<file path="src/logic/prom_host_pkg.sv">
`default_nettype none
package prom_host_pkg;

  // ----------------------------------------------------------------
  // Geometry
  // ----------------------------------------------------------------
  localparam int ADDR_W = 15;
  localparam int DATA_W = 8;
  localparam logic [14:0] LAST_ADDR = 15'h7fff;
  localparam logic [7:0] ERASED_BYTE = 8'hff;

  // ----------------------------------------------------------------
  // Timing
  // ----------------------------------------------------------------
  localparam int CLK_PERIOD_NS = 100;
  localparam int PULSE_US = 100;
  localparam int PULSE_CYC = (PULSE_US * 1000) / CLK_PERIOD_NS;
  localparam int ACCESS_NS = 250;
  localparam int ACCESS_CYC = (ACCESS_NS + CLK_PERIOD_NS - 1) / CLK_PERIOD_NS;
  localparam int FLOAT_NS = 30;
  localparam int FLOAT_CYC = (FLOAT_NS + CLK_PERIOD_NS - 1) / CLK_PERIOD_NS;
  localparam int MAX_PULSES = 25;

  // ----------------------------------------------------------------
  // Commands
  // ----------------------------------------------------------------
  localparam logic [2:0] CMD_READ = 3'h0;
  localparam logic [2:0] CMD_PROG = 3'h1;
  localparam logic [2:0] CMD_IDENT = 3'h2;
  localparam logic [2:0] CMD_FINAL = 3'h3;

  // Pin levels driven toward the memory
  typedef struct packed {
    logic        chip_sel_n;
    logic        out_gate_n;
    logic        prog_supply_hi;
    logic        core_supply_hi;
    logic        id_high_voltage_level;
    logic [14:0] addr;
  } pin_ctl_t;

  typedef struct packed {
    logic [2:0]  cmd;
    logic [14:0] addr;
    logic [7:0]  data;
  } req_t;

endpackage
`default_nettype wire

</file>
<file path="src/logic/pin_sync.sv">
`timescale 1ns/1ns
`default_nettype none
module pin_sync #(
  parameter int W = 8
) (
  input  wire logic         CLK,
  input  wire logic         SYS_RST,
  input  wire logic [W-1:0] d,
  output var  logic [W-1:0] q
);
  logic [W-1:0] s1;
  logic [W-1:0] s2;
  logic [W-1:0] s3;

  // ----------------------------------------------------------------
  // Three stages; a bit moves only when stages two and three agree
  // ----------------------------------------------------------------
  always_ff @(posedge CLK) begin
    if (SYS_RST) begin
      s1 <= '0;
      s2 <= '0;
      s3 <= '0;
    end else begin
      s1 <= d;
      s2 <= s1;
      s3 <= s2;
    end
  end

  genvar i;
  generate
    for (i = 0; i < W; i++) begin : g_bit
      always_ff @(posedge CLK) begin
        if (SYS_RST) begin
          q[i] <= 1'b0;
        end else if (s2[i] == s3[i]) begin
          q[i] <= s3[i];
        end
      end
    end
  endgenerate
endmodule
`default_nettype wire

</file>
<file path="src/logic/prom_host.sv">
`timescale 1ns/1ns
`default_nettype none
module prom_host #(
  parameter int PULSE_CYC  = prom_host_pkg::PULSE_CYC,
  parameter int MAX_PULSES = prom_host_pkg::MAX_PULSES
) (
  input  wire logic                 CLK,
  input  wire logic                 SYS_RST,
  input  wire prom_host_pkg::req_t  REQ,
  input  wire logic                 REQ_VALID,
  output logic                      REQ_READY,
  output logic [7:0]                RSP_DATA,
  output logic                      RSP_VALID,
  output logic                      RSP_FAIL,
  output var prom_host_pkg::pin_ctl_t PIN_CTL,
  output logic [7:0]                DATA_PINS_O,
  output logic                      DATA_PINS_OE,
  input  wire logic [7:0]           DATA_PINS_I
);
  typedef enum logic [7:0] {
    IDLE   = 8'h01,
    SETUP  = 8'h02,
    PULSE  = 8'h04,
    GAP    = 8'h08,
    VERIFY = 8'h10,
    SAMPLE = 8'h20,
    FLOAT  = 8'h40,
    DONE   = 8'h80
  } state_t;

  state_t              state;
  prom_host_pkg::req_t cur;
  logic [16:0]         cnt;
  logic [7:0]          pulses;
  logic [7:0]          pins_sync;
  logic                mismatch;
  logic                fail;

  pin_sync #(.W(8)) u_sync (
    .CLK     (CLK),
    .SYS_RST (SYS_RST),
    .d       (DATA_PINS_I),
    .q       (pins_sync)
  );

  assign REQ_READY = (state == IDLE);
  // The synchroniser adds latency, so the verify sample waits for it
  assign mismatch = (cur.cmd == prom_host_pkg::CMD_READ) ? 1'b0
                  : (cur.cmd == prom_host_pkg::CMD_IDENT) ? ~(^pins_sync)
                  : (pins_sync != cur.data);

  // ----------------------------------------------------------------
  // Sequencer
  // ----------------------------------------------------------------
  always_ff @(posedge CLK) begin
    if (SYS_RST) begin
      state  <= IDLE;
      cur    <= '0;
      cnt    <= '0;
      pulses <= '0;
      fail   <= 1'b0;
    end else begin
      unique case (state)
        IDLE: begin
          if (REQ_VALID) begin
            cur    <= REQ;
            pulses <= '0;
            fail   <= 1'b0;
            cnt    <= 17'(prom_host_pkg::ACCESS_CYC);
            state  <= (REQ.cmd == prom_host_pkg::CMD_PROG) ? SETUP : VERIFY;
          end
        end
        SETUP: begin
          cnt   <= 17'(PULSE_CYC);
          state <= PULSE;
        end
        PULSE: begin
          if (cnt == 17'h00001) begin
            cnt   <= 17'(prom_host_pkg::FLOAT_CYC);
            state <= GAP;
          end else begin
            cnt <= cnt - 17'h00001;
          end
        end
        GAP: begin
          if (cnt == 17'h00001) begin
            pulses <= pulses + 8'h01;
            cnt    <= 17'(prom_host_pkg::ACCESS_CYC);
            state  <= VERIFY;
          end else begin
            cnt <= cnt - 17'h00001;
          end
        end
        VERIFY: begin
          if (cnt == 17'h00001) begin
            cnt   <= 17'h00004;
            state <= SAMPLE;
          end else begin
            cnt <= cnt - 17'h00001;
          end
        end
        SAMPLE: begin
          if (cnt == 17'h00001) begin
            cnt <= 17'(prom_host_pkg::FLOAT_CYC);
            if (cur.cmd == prom_host_pkg::CMD_PROG && mismatch &&
                pulses < 8'(MAX_PULSES)) begin
              state <= SETUP;
            end else begin
              fail  <= mismatch;
              state <= FLOAT;
            end
          end else begin
            cnt <= cnt - 17'h00001;
          end
        end
        FLOAT: begin
          if (cnt == 17'h00001) begin
            state <= DONE;
          end else begin
            cnt <= cnt - 17'h00001;
          end
        end
        DONE: begin
          state <= IDLE;
        end
        default: begin
          state <= IDLE;
        end
      endcase
    end
  end

  // ----------------------------------------------------------------
  // Answer
  // ----------------------------------------------------------------
  always_ff @(posedge CLK) begin
    if (SYS_RST) begin
      RSP_DATA  <= '0;
      RSP_VALID <= 1'b0;
      RSP_FAIL  <= 1'b0;
    end else begin
      RSP_VALID <= (state == DONE);
      RSP_FAIL  <= (state == DONE) && fail;
      if (state == SAMPLE && cnt == 17'h00001) begin
        RSP_DATA <= pins_sync;
      end
    end
  end

  // ----------------------------------------------------------------
  // Pin drive
  // ----------------------------------------------------------------
  always_ff @(posedge CLK) begin
    if (SYS_RST) begin
      PIN_CTL      <= '{chip_sel_n: 1'b1, out_gate_n: 1'b1, prog_supply_hi: 1'b0,
                        core_supply_hi: 1'b0, id_high_voltage_level: 1'b0, addr: '0};
      DATA_PINS_O  <= prom_host_pkg::ERASED_BYTE;
      DATA_PINS_OE <= 1'b0;
    end else begin
      PIN_CTL.addr                  <= cur.addr;
      // Identifier readout: all other address lines low
      if (cur.cmd == prom_host_pkg::CMD_IDENT) begin
        PIN_CTL.addr <= {14'h0000, cur.addr[0]};
      end
      PIN_CTL.prog_supply_hi        <= (cur.cmd == prom_host_pkg::CMD_PROG) &&
                                       (state != IDLE);
      PIN_CTL.core_supply_hi        <= (cur.cmd == prom_host_pkg::CMD_PROG) &&
                                       (state != IDLE);
      PIN_CTL.id_high_voltage_level <= (cur.cmd == prom_host_pkg::CMD_IDENT) &&
                                       (state != IDLE);
      // Program: chip select pulses low, gate high, data driven
      PIN_CTL.chip_sel_n  <= !((state == PULSE) ||
                               ((state == VERIFY || state == SAMPLE) &&
                                cur.cmd != prom_host_pkg::CMD_PROG));
      PIN_CTL.out_gate_n  <= !(state == VERIFY || state == SAMPLE);
      DATA_PINS_O         <= cur.data;
      DATA_PINS_OE        <= (state == SETUP || state == PULSE);
    end
  end

  // ----------------------------------------------------------------
  // Checks
  // ----------------------------------------------------------------
  a_no_bus_fight: assert property (@(posedge CLK) disable iff (SYS_RST)
    DATA_PINS_OE |-> PIN_CTL.out_gate_n) else $error("host drives while gate low");
  a_prog_entry: assert property (@(posedge CLK) disable iff (SYS_RST)
    (!PIN_CTL.chip_sel_n && PIN_CTL.out_gate_n) |-> PIN_CTL.prog_supply_hi)
    else $error("chip select low with gate high off supply");
  a_verify_levels: assert property (@(posedge CLK) disable iff (SYS_RST)
    (!PIN_CTL.out_gate_n && PIN_CTL.prog_supply_hi) |-> PIN_CTL.chip_sel_n)
    else $error("verify without chip select high");
  a_ident_addr: assert property (@(posedge CLK) disable iff (SYS_RST)
    PIN_CTL.id_high_voltage_level |-> (PIN_CTL.addr[14:1] == 14'h0000))
    else $error("identifier address lines not low");
  a_core_raise: assert property (@(posedge CLK) disable iff (SYS_RST)
    $rose(DATA_PINS_OE) |-> PIN_CTL.core_supply_hi) else $error("pulse at nominal core");
  a_pulse_len: assert property (@(posedge CLK) disable iff (SYS_RST)
    $fell(PIN_CTL.chip_sel_n) && PIN_CTL.prog_supply_hi |->
    !PIN_CTL.chip_sel_n [*8]) else $error("program pulse too short");
  a_data_setup: assert property (@(posedge CLK) disable iff (SYS_RST)
    (!PIN_CTL.chip_sel_n && PIN_CTL.prog_supply_hi) |-> DATA_PINS_OE)
    else $error("pulse without data driven");
  a_one_answer: assert property (@(posedge CLK) disable iff (SYS_RST)
    RSP_VALID |=> !RSP_VALID) else $error("answer longer than one cycle");
  c_prog: cover property (@(posedge CLK) disable iff (SYS_RST)
    RSP_VALID && cur.cmd == prom_host_pkg::CMD_PROG);
  c_retry: cover property (@(posedge CLK) disable iff (SYS_RST) pulses == 8'h02);
  c_ident: cover property (@(posedge CLK) disable iff (SYS_RST)
    RSP_VALID && cur.cmd == prom_host_pkg::CMD_IDENT);
endmodule
`default_nettype wire

</file>
<file path="config.mk">
export PLATFORM = sky130hd
export DESIGN_NAME = prom_host
export DESIGN_NICKNAME = d
export VERILOG_FILES = /design/src/logic/prom_host_pkg.sv /design/src/logic/pin_sync.sv /design/src/logic/prom_host.sv
export SDC_FILE = /design/constraint.sdc
export NUM_CORES = 1
export LEC_CHECK = 0
export BUFFER_PORTS_ARGS = -buffer_cell sky130_fd_sc_hd__buf_2
export CAP_MARGIN = 5
export CORE_ASPECT_RATIO = 1.25
export CORE_MARGIN = 3
export CORE_UTILIZATION = 34
export CTS_CLUSTER_DIAMETER = 50
export CTS_CLUSTER_SIZE = 14
export DETAILED_ROUTE_END_ITERATION = 6
export PLACE_DENSITY = 0.53
export SLEW_MARGIN = 15
export SYNTH_ARGS = -nofsm -noshare
export SYNTH_HDL_FRONTEND = slang
export SYNTH_SLANG_ARGS = --single-unit
</file>
<file path="constraint.sdc">
create_clock -name CLK -period 2.8 [get_ports CLK]
set_input_delay 0.28 -clock CLK [delete_from_list [all_inputs] [get_ports CLK]]
set_output_delay 0.28 -clock CLK [all_outputs]
set_load 0.005 [all_outputs]
</file>
=== Word level (Yosys, flattened, before mapping) ===
Index checks and enable logic that the tools add are counted.
W data, S select, Z words.

* Register bits after elaboration: 130
* Bits of input ports: 37
* Output and inout bits: 40
* Word-level logic and storage cells: 112

* Add/sub/neg operators: 2
* Order comparisons: 1
* Equality and inequality tests: 31
* Multiplexer cells: 24
* Bitwise logic cells: 1
* Reductions and logical operators: 24

{| class="wikitable"
|+ Operators by type and width
! kind !! count
|-
| $pmux W17 S6 || 1
|-
| $mux W17 || 5
|-
| $mux W8 || 8
|-
| $pmux W8 S7 || 1
|-
| $eq A17 B1 Y1 const B || 1
|-
| $sub A17 B1 Y17 const B || 1
|-
| $ne A2 B2 Y1 const B || 8
|-
| $pmux W8 S2 || 1
|-
| $add A8 B1 Y8 const B || 1
|-
| $eq A1 B1 Y1 || 8
|-
| $eq A8 B1 Y1 const B || 1
|-
| $eq A8 B2 Y1 const B || 1
|-
| $eq A8 B3 Y1 const B || 1
|-
| $eq A8 B4 Y1 const B || 1
|-
| $eq A8 B5 Y1 const B || 1
|-
| $eq A8 B6 Y1 const B || 1
|-
| $eq A8 B7 Y1 const B || 1
|-
| $eq A8 B8 Y1 const B || 1
|-
| $lt A8 B5 Y1 const B || 1
|-
| $ne A8 B1 Y1 const B || 1
|-
| $ne A8 B8 Y1 || 1
|-
| $reduce_xor A8 Y1 || 1
|-
| $logic_and A1 B1 Y1 || 7
|-
| $mux W7 || 1
|-
| 17 further kinds || 28
|}

=== Logic depth before layout (Yosys ltp) ===
Gate-level depths: netlist of the first run.

* Word-level depth: 9
* Depth in mapped cells: 9
* Depth with buffers taken out: 8

=== Hierarchy ===
From an unflattened synthesis of the first run, not the netlist that was laid out.

* Cells, all modules: 559
* Area total of the unflattened synthesis: 5201.2 µm²

{| class="wikitable"
|+ Modules (own cells, without submodules)
! module !! instances !! cells an instance !! area an instance (µm²) !! seq. area each (µm²)
|-
| prom_host || 1 || 476 || 4277.9 || 1961.9
|-
| pin_sync || 1 || 83 || 923.4 || 640.6
|}

=== Worst setup path after synthesis of the first run ===
No wires, ideal clock.

* Kind: reg2reg
* Start: register cnt[0]
* End: register cnt[16]
* Library setup time: 0.120 ns
* Arrival: 2.271 ns
* Required time: 2.680 ns
* Slack: 0.410 ns
* Stages on the path, launching flop included: 8
* Buffers on the path: 0
* Clock period less this slack: 2.390 ns
* Cell sequence: dfxtp_1 > ha_1 > or4b_2 > nor4_2 > nand2_1 > a21oi_1 > nor3_1 > a211o_1

* Word-level cells in the longest chain between the ends: 3
* Elaborated cells between the ends (all ways): 9
* Classes of those cells: 1 x add/sub; 2 x eq/ne; 5 x mux; 1 x reduce/logical

{| class="wikitable"
|+ RTL lines
! what !! RTL line !! RTL
|-
| start: declaration || prom_host.sv:33 || <nowiki>logic [16:0] cnt;</nowiki>
|-
| start signal: assignment || prom_host.sv:69 || <nowiki>cnt <= 17'(prom_host_pkg::ACCESS_CYC);</nowiki>
|-
| start signal: assignment || prom_host.sv:74 || <nowiki>cnt <= 17'(PULSE_CYC);</nowiki>
|-
| start signal: assignment || prom_host.sv:79 || <nowiki>cnt <= 17'(prom_host_pkg::FLOAT_CYC);</nowiki>
|-
| $sub A17 B1 Y17 or $eq A17 B1 Y1 (tied branches) || - ||
|-
| $mux W17, or another cell as far along || prom_host.sv:117 || <nowiki>if (cnt == 17'h00001) begin</nowiki>
|-
| $pmux W17 S6 or $reduce_and A3 Y1 (tied branches) || - ||
|}

Parallel ways exist; a longest one is shown, timed or not. The select of a mux whose other input is x is not followed.
A chain may end at the register's enable or synchronous reset.

=== Final worst setup path of the first run ===
* Start: register cnt[0]
* End: register cnt[15]

Same word-level chain as after synthesis.

==> results list, run 1 <==
* Outcome: finished clean
* Fmax: 0.387 GHz
- Post-Syn Instances: around 600
* Max-capacitance violation count: 0
- Unrepaired setup endpoints after global routing: no
- The number of different library cells used by synthesis comes to 58.
* Complex-gate fraction of the synthesized area: 0.158
* Final-layout setup total negative slack: 0 ps
- Final Cell Area: between 6000 and 7000 sq um
- Final critical-path required period: approximately 2600 ps
- The worst register-to-register path ends at cnt[15].
- Routed Wire Length: 12,800 um
- Final weighted congestion in routability-driven placement: approximately 0.9
* Fin. Hold Viols: 0
- Area growth from synthesis to layout: 23.1%
* Total leakage power: between 2 and 3 nW
* Filler cell count: between 1,500 and 2,000
- The number of nets in the synthesized netlist is 640.
- The number of global-route vias before repair was around 4,400.
- Worst-Margin Slew: about 900 ps
- The design draws about 5.7 mW.
- Hold Crit Class: in -> reg
* Ratio of final minimum period to clock period: 0.924
* Commonest cells after routing, fill and taps aside: 130 x sky130_fd_sc_hd__dfxtp_1, 104 x sky130_fd_sc_hd__nand2_1, 76 x sky130_fd_sc_hd__buf_2
- The tree built by TritonCTS fans out to 130 sinks.
* Critical hold path startpoint: DATA_PINS_I[7]
- Total inserted antenna cells: 0
- Post-route non-filler standard cell count: between 900 and 1,000
- Maximum number of buffers from clock root to sink: 2
* CTS tree: yes
- The die is approximately 120 um wide.
- In this run, post-CTS repair resized a total of 0 instances.
* R2R cell count: 7
* Share of cell area taken by muxes after synthesis: 0.00190
- YS warnings: 0
* Clock input transition at the sequential cells of the worst setup and hold paths: 60 ps
- Core ar.: 15,100 sq um
- The worst pin sits at a relative slew slack of 0.387.
- Number of I/O pins: 77
- Of the total synthesized cell area, the portion taken by AND, OR, NAND and NOR gates is 0.251.
- In this run, synthesis inferred 0 flip-flops with an integrated enable.
* Count of hold-fix buffers inserted at cts: 0
- Each instance of the synthesized netlist takes up on average between 8 and 9 sq um.
- Number of placement rows: 50
* DR iter-0 viols: 156
- The first global-routing pass estimated about 21,000 um of wire.
* Placed cell count: 870
* Maximum number of pins on one net before global-route repair: 84
* Capturing element type of the critical path: flip-flop
- The initial utilization of the core area, before any placement, comes to 0.349.
* Number of buffers inserted to repair setup after CTS: 0
- Cell area after placement: around 5900 sq um
* Number of antenna violations at the first check in global routing: 0
- Floorplan die area: between 15,000 and 20,000 sq um
- Primary flip-flop cell chosen by synthesis mapping: sky130_fd_sc_hd__dfxtp_1
* Async set-or-reset flop fraction in the synthesized netlist: 0
* Hold worst-path end: u_sync.s1[7]
* Total clock buffers created by CTS: 17
* Post-placement worst setup slack: 261 ps
- Crit path setup slack, layout: 214 ps
* Share of the yosys chip area belonging to registers: 0.494
- Synthesis inferred between 100 and 150 register bits.
- Of the cells placed in the final design, the portion with a size suffix greater than 1 is 0.215.
* Final slew viol count: 0
* Overall die height: between 100 and 150 um
- In this run the critical register-to-register path is launched from cnt[0].
* DRC violation count after routing: 0
* Worst hold path stage count: 2
* Startpoint type of the worst setup path: flip-flop
- Of the total synthesized cell area, the portion taken by full adders, half adders and majority gates is 0.00950.
- The worst-case IR drop observed on VDD is between 0.4 and 0.5 mV.
* DP HPWL: roughly 9200 um
- Total congestion overflow: 0
* Clock network latency to the later pin of the worst-skew pair: 410 ps
- Required time at the endpoint of the critical path: between 3000 and 4000 ps
* Most common library cell in the layout ignoring fill and taps: sky130_fd_sc_hd__dfxtp_1
* Antenna-violating nets left: 0
- Crit Path Max Fanout: 7
* Dominant combinational cell family by area after synthesis: simple AND/OR/NAND/NOR gates
- Reg-to-reg setup timing slack: approximately 210 ps
- In the global route stage, overall resource usage came out at 0.152.
- Drt pass-1 iters: 5
- Dividing the detail-routed wire length by the instance count gives approximately 14 um.
- The critical path is of the reg -> reg type.
- Final count of negative-setup-slack endpoints: 0
- In this run the tool buffered the top-level ports with 76 buffer cells.
- After synthesis the cells add up to 5270 sq um.
* Clock root buffer master: sky130_fd_sc_hd__clkbuf_16
* Via count normalized by instance count: ~5.0
- In the final design database the tool counted slightly above 700 nets.
- Critical path arrival: around 2900 ps
* Number of H-tree levels: 4
- Power density cells: 875 nW/um^2
* XOR/XNOR share of the synthesized area: 0.0432
- Clock skew after layout: approximately 8.3 ps
- Via count of the routed design: 4,493
[final cells by class]
type	instances	area [sq um]	area share
flip-flops and latches	130	2600	0.401
multi-input cells	418	2440	0.377
repair buffers	97	538	0.0830
clock buffers	18	429	0.0662
well taps	208	260	0.0401
clock inverters	14	146	0.0226
inverters	17	63.8	0.00984
[worst max path at each step]
stage          cells past startpoint   start      end
2_1_floorplan                      7  cnt[0]  cnt[16]
5_1_grt                            7  cnt[0]  cnt[14]
3_3_place_gp                       8  cnt[0]   cnt[3]
6_report                           7  cnt[0]  cnt[15]
4_1_cts                            7  cnt[0]  cnt[15]
3_5_place_dp                       7  cnt[0]  cnt[15]
[critical path, cell delays in order (launching register included)]
cell and delay, ps:
sky130_fd_sc_hd__dfxtp_1 450, sky130_fd_sc_hd__ha_1 200, sky130_fd_sc_hd__or4b_2 610, sky130_fd_sc_hd__nor4_2 290, sky130_fd_sc_hd__nand2_1 120, sky130_fd_sc_hd__a21oi_1 420, sky130_fd_sc_hd__nor3_1 90, sky130_fd_sc_hd__o31a_1 300
[synthesized netlist by cell type (3+ instances only)]
library cell	instances	share of area
sky130_fd_sc_hd__a31oi_1	4	0.0047
sky130_fd_sc_hd__xor2_1	4	0.0067
sky130_fd_sc_hd__nor2_1	23	0.016
sky130_fd_sc_hd__a21oi_1	57	0.054
sky130_fd_sc_hd__or2_2	11	0.013
sky130_fd_sc_hd__nor3_1	14	0.013
sky130_fd_sc_hd__a21o_1	3	0.0043
sky130_fd_sc_hd__or4_1	5	0.0071
sky130_fd_sc_hd__inv_1	17	0.012
sky130_fd_sc_hd__o31ai_1	6	0.0086
sky130_fd_sc_hd__clkbuf_1	21	0.015
sky130_fd_sc_hd__a22oi_1	3	0.0043
sky130_fd_sc_hd__nor2b_1	28	0.033
sky130_fd_sc_hd__dfxtp_1	130	0.49
sky130_fd_sc_hd__xnor2_1	22	0.037
sky130_fd_sc_hd__nand3_1	12	0.011
sky130_fd_sc_hd__nor4_2	3	0.0071
sky130_fd_sc_hd__nand4_1	5	0.0059
sky130_fd_sc_hd__nor4b_1	3	0.0050
sky130_fd_sc_hd__nand2_1	104	0.074
sky130_fd_sc_hd__a211o_1	3	0.0050
sky130_fd_sc_hd__buf_4	3	0.0043
sky130_fd_sc_hd__a211oi_1	5	0.0071
sky130_fd_sc_hd__ha_1	4	0.0095
sky130_fd_sc_hd__and3_1	3	0.0036
sky130_fd_sc_hd__or3_1	9	0.011
sky130_fd_sc_hd__o211ai_1	3	0.0043
sky130_fd_sc_hd__nor4_1	6	0.0071
sky130_fd_sc_hd__and2_1	19	0.023
sky130_fd_sc_hd__o21ai_0	24	0.023
sky130_fd_sc_hd__buf_2	9	0.0086
[logic make-up after synthesis]
kind of cell	count (synthesis)
simple gates	255
flops	130
mux	1
compound gates	132
buf+inv	51
fa+ha+maj	4
xor+xnor	26
[sequential cells by signal, summed over array words and instances (netlist names)]
name          count
DATA_PINS_OE      1
u_sync.s2         8
RSP_VALID         1
RSP_DATA          8
cnt              17
u_sync.q          8
u_sync.s1         8
u_sync.s3         8
RSP_FAIL          1
pulses            8
DATA_PINS_O       8
state             8
PIN_CTL          19
cur              26
fail              1
[metrics by stage]
step	util	hold WS (ps)
6_report	0.430	82.0
5_1_grt	0.430	71.1
4_1_cts	0.430	68.2
3_5_place_dp	0.392	423
3_3_place_gp	0.392	419
2_1_floorplan	-	408
[where the power goes]
group	total (mW)	switching, mW	internal, mW
clock network	2.14	0.891	1.25
logic	1.38	0.839	0.543
registers	2.15	0.124	2.02
[routing by layer]
layer / track usage / part of all wire / vias to the layer above
met5: 0 / 0 / -
met4: 0.0728 / 0.026 / 0
met3: 0.0370 / 0.042 / 25
met2: 0.267 / 0.51 / 104
met1: 0.172 / 0.43 / 2124
li1: - / - / 2240
(Power assumes the default switching activity.)
==> run 2, diff against run 1 <==
Settings changed: RECOVER_POWER set to 50.
==> results list, run 2 (synthesis gave the netlist of run 1 again) <==
* Number of placement rows: 50
- Most common library cell in the layout ignoring fill and taps: sky130_fd_sc_hd__dfxtp_1
* Global-route track usage on met1: 0.172
- Routed Wire Length: roughly 13,000 um
* Final slew viol count: 0
* Clock skew after layout: approximately 7.9 ps
* Final weighted congestion in routability-driven placement: around 0.88
* Core ar.: 15,100 sq um
* Worst r2r dst: cnt[15]
* Via count of the routed design: 4,515
* Clock root buffer master: sky130_fd_sc_hd__clkbuf_16
* Count of hold-fix buffers inserted at cts: 0
- Clock network latency to the later pin of the worst-skew pair: about 400 ps
- Static timing analysis puts the maximum clock frequency at slightly below 0.4 GHz.
- CTS resizes: 0
- Startpoint type of the worst setup path: flip-flop
* Final-layout setup total negative slack: 0 ps
* CTS tree: yes
- The worst hold path belongs to the class in -> reg.
- Power spread over the standard cell area amounts to between 800 and 900 nW/um^2.
- DP HPWL: a little over 9000 um
- The number of antenna diodes in the final layout is 0.
- Vias in the first global route: 4,372
- Area taken by multi-input logic gates: between 2000 and 2500 sq um
- Final-stage net count: approximately 720
- Final critical-path required period: around 2600 ps
- Filler cell count: roughly 1,500
- Floorplan die area: about 17,000 sq um
* Number of H-tree levels: 4
- For this run, global-route usage on met3 was measured as 0.0370.
- Ratio of cells with drive above 1 in the final layout: 0.182
- The run finished with clean final reports.
- The first global-routing pass estimated ~21,000 um of wire.
* Worst-Margin Slew: 903 ps
- Largest registers ranked by flip-flop count: cur x26, PIN_CTL x19, cnt x17
* Total congestion overflow: 0
- CTS sink count: 130
* Area occupied by registers: approximately 2600 sq um
* Crit Path Max Fanout: 7
* Cells along the critical path: ha_1 > or4b_2 > nor4_2 > nand2_1 > a21oi_1 > nor3_1 > o31a_1
- Setup slack on the worst reg-to-reg path comes out at 240 ps.
- Peak supply drop: roughly 0.41 mV
* Number of buffers inserted to repair setup after CTS: 0
- Hold worst-path end: u_sync.s1[7]
- Across every metal layer, demand over resource in global routing totals 0.152.
- Largest stage delay, worst path: slightly above 600 ps
- Via count normalized by instance count: 5.01
* Headroom to the max-slew limit: 0.398
- Cell type of the slowest stage on the worst timing path: sky130_fd_sc_hd__or4b_2
* Maximum number of buffers from clock root to sink: 2
* Wirelength per Cell: between 10 and 15 um
* Number of flip-flops in the largest register: 26
* Antenna-violating nets left: 0
- Critical path arrival: between 2000 and 3000 ps
- Post-route non-filler standard cell count: 902
- Fin. Hold Viols: 0
- The initial antenna violation count came to 0.
* Critical hold path startpoint: DATA_PINS_I[7]
* Overall die height: about 150 um
- cur holds more flip-flops than any other register.
- Maximum number of pins on one net before global-route repair: between 80 and 90
- Placed cell count: between 800 and 900
- Area growth from synthesis to layout: 22.5%
- The layer flagged by global routing as most heavily used is met2.
- Buffers on Ports: between 70 and 80
* Starting utilization of the core area: 0.349
- Dividing the final minimum period by the clock period gives 0.916.
* Capturing element type of the critical path: flip-flop
- Clock input transition at the sequential cells of the worst setup and hold paths: 60 ps
- Setup violations remaining at the end of the flow were counted as 0.
- The die is between 100 and 150 um wide.
* Total clock buffers created by CTS: 17
* Required time at the endpoint of the critical path: roughly 3100 ps
- The first routing iteration left roughly 190 violations.
- The worst hold path was traced through 2 stages.
- The critical path in this run is classified as reg -> reg.
* R2R cell count: 7
- DRC violation count after routing: 0
* Max-capacitance violation count: 0
* Start of the worst register-to-register path: cnt[0]
- Met2 Track Usage GR: 0.267
- The first detailed-routing pass took 4 iterations.
* Total leakage power: ~2.5 nW
- Commonest cells after routing, fill and taps aside: 130 x sky130_fd_sc_hd__dfxtp_1, 104 x sky130_fd_sc_hd__nand2_1, 57 x sky130_fd_sc_hd__a21oi_1
* Number of I/O pins: 77
* Unrepaired setup endpoints after global routing: no
[run 2: cell count changes in the layout (fill, tap and decap cells not counted), sizes merged]
cell    previous run  this run
buf               97        76
clkbuf            18        39
[run 2: cell type report]
class,count,area share
clock inverter,14,0.0227
sequential,130,0.403
tap,208,0.0403
clock buffer,18,0.0665
inverter,17,0.00989
timing repair buffer,97,0.0789
multi-input combinational,418,0.379
[run 2: power by group]
| group | switching (mW) | internal (mW) | leakage [nW] |
|---|---|---|---|
| Sequential | 0.125 | 2.02 | 1.06 |
| Combinational | 0.841 | 0.536 | 1.19 |
| Clock | 0.891 | 1.25 | 0.270 |
[run 2: stage by stage]
stage	utilization	worst slack (ps)	total power [mW]	cell area, sq um	hold slack [ps]
floorplan	-	410	3.12	5270	408
global placement	0.392	357	3.56	5910	419
detailed placement	0.392	261	3.57	5910	423
CTS	0.430	225	5.73	6480	68.2
global route	0.428	26.1	5.99	6450	71.1
finish	0.428	236	5.67	6450	81.7
[run 2: per-layer routing]
| layer | up-vias | part of all wire | wire [um] |
|---|---|---|---|
| met5 | - | 0 | 0 |
| met2 | 113 | 0.50 | 6410 |
| met3 | 29 | 0.041 | 527 |
| met4 | 0 | 0.030 | 388 |
| met1 | 2131 | 0.43 | 5470 |
| li1 | 2242 | - | - |
[run 2: how the worst max path moves through the flow]
stage | slack (ps) | end | cells past startpoint | from
floorplan | 410 | cnt[16] | 7 | cnt[0]
CTS | 220 | cnt[15] | 7 | cnt[0]
global route | 30 | cnt[14] | 7 | cnt[0]
global placement | 360 | cnt[3] | 8 | cnt[0]
finish | 240 | cnt[15] | 7 | cnt[0]
detailed placement | 260 | cnt[15] | 7 | cnt[0]
[run 2: critical path, delay by kind of cell, from the launching register on]
family,cells,cell delay (ps)
flops,1,450
simple gates,4,1090
fa+ha+maj,1,200
compound gates,2,710
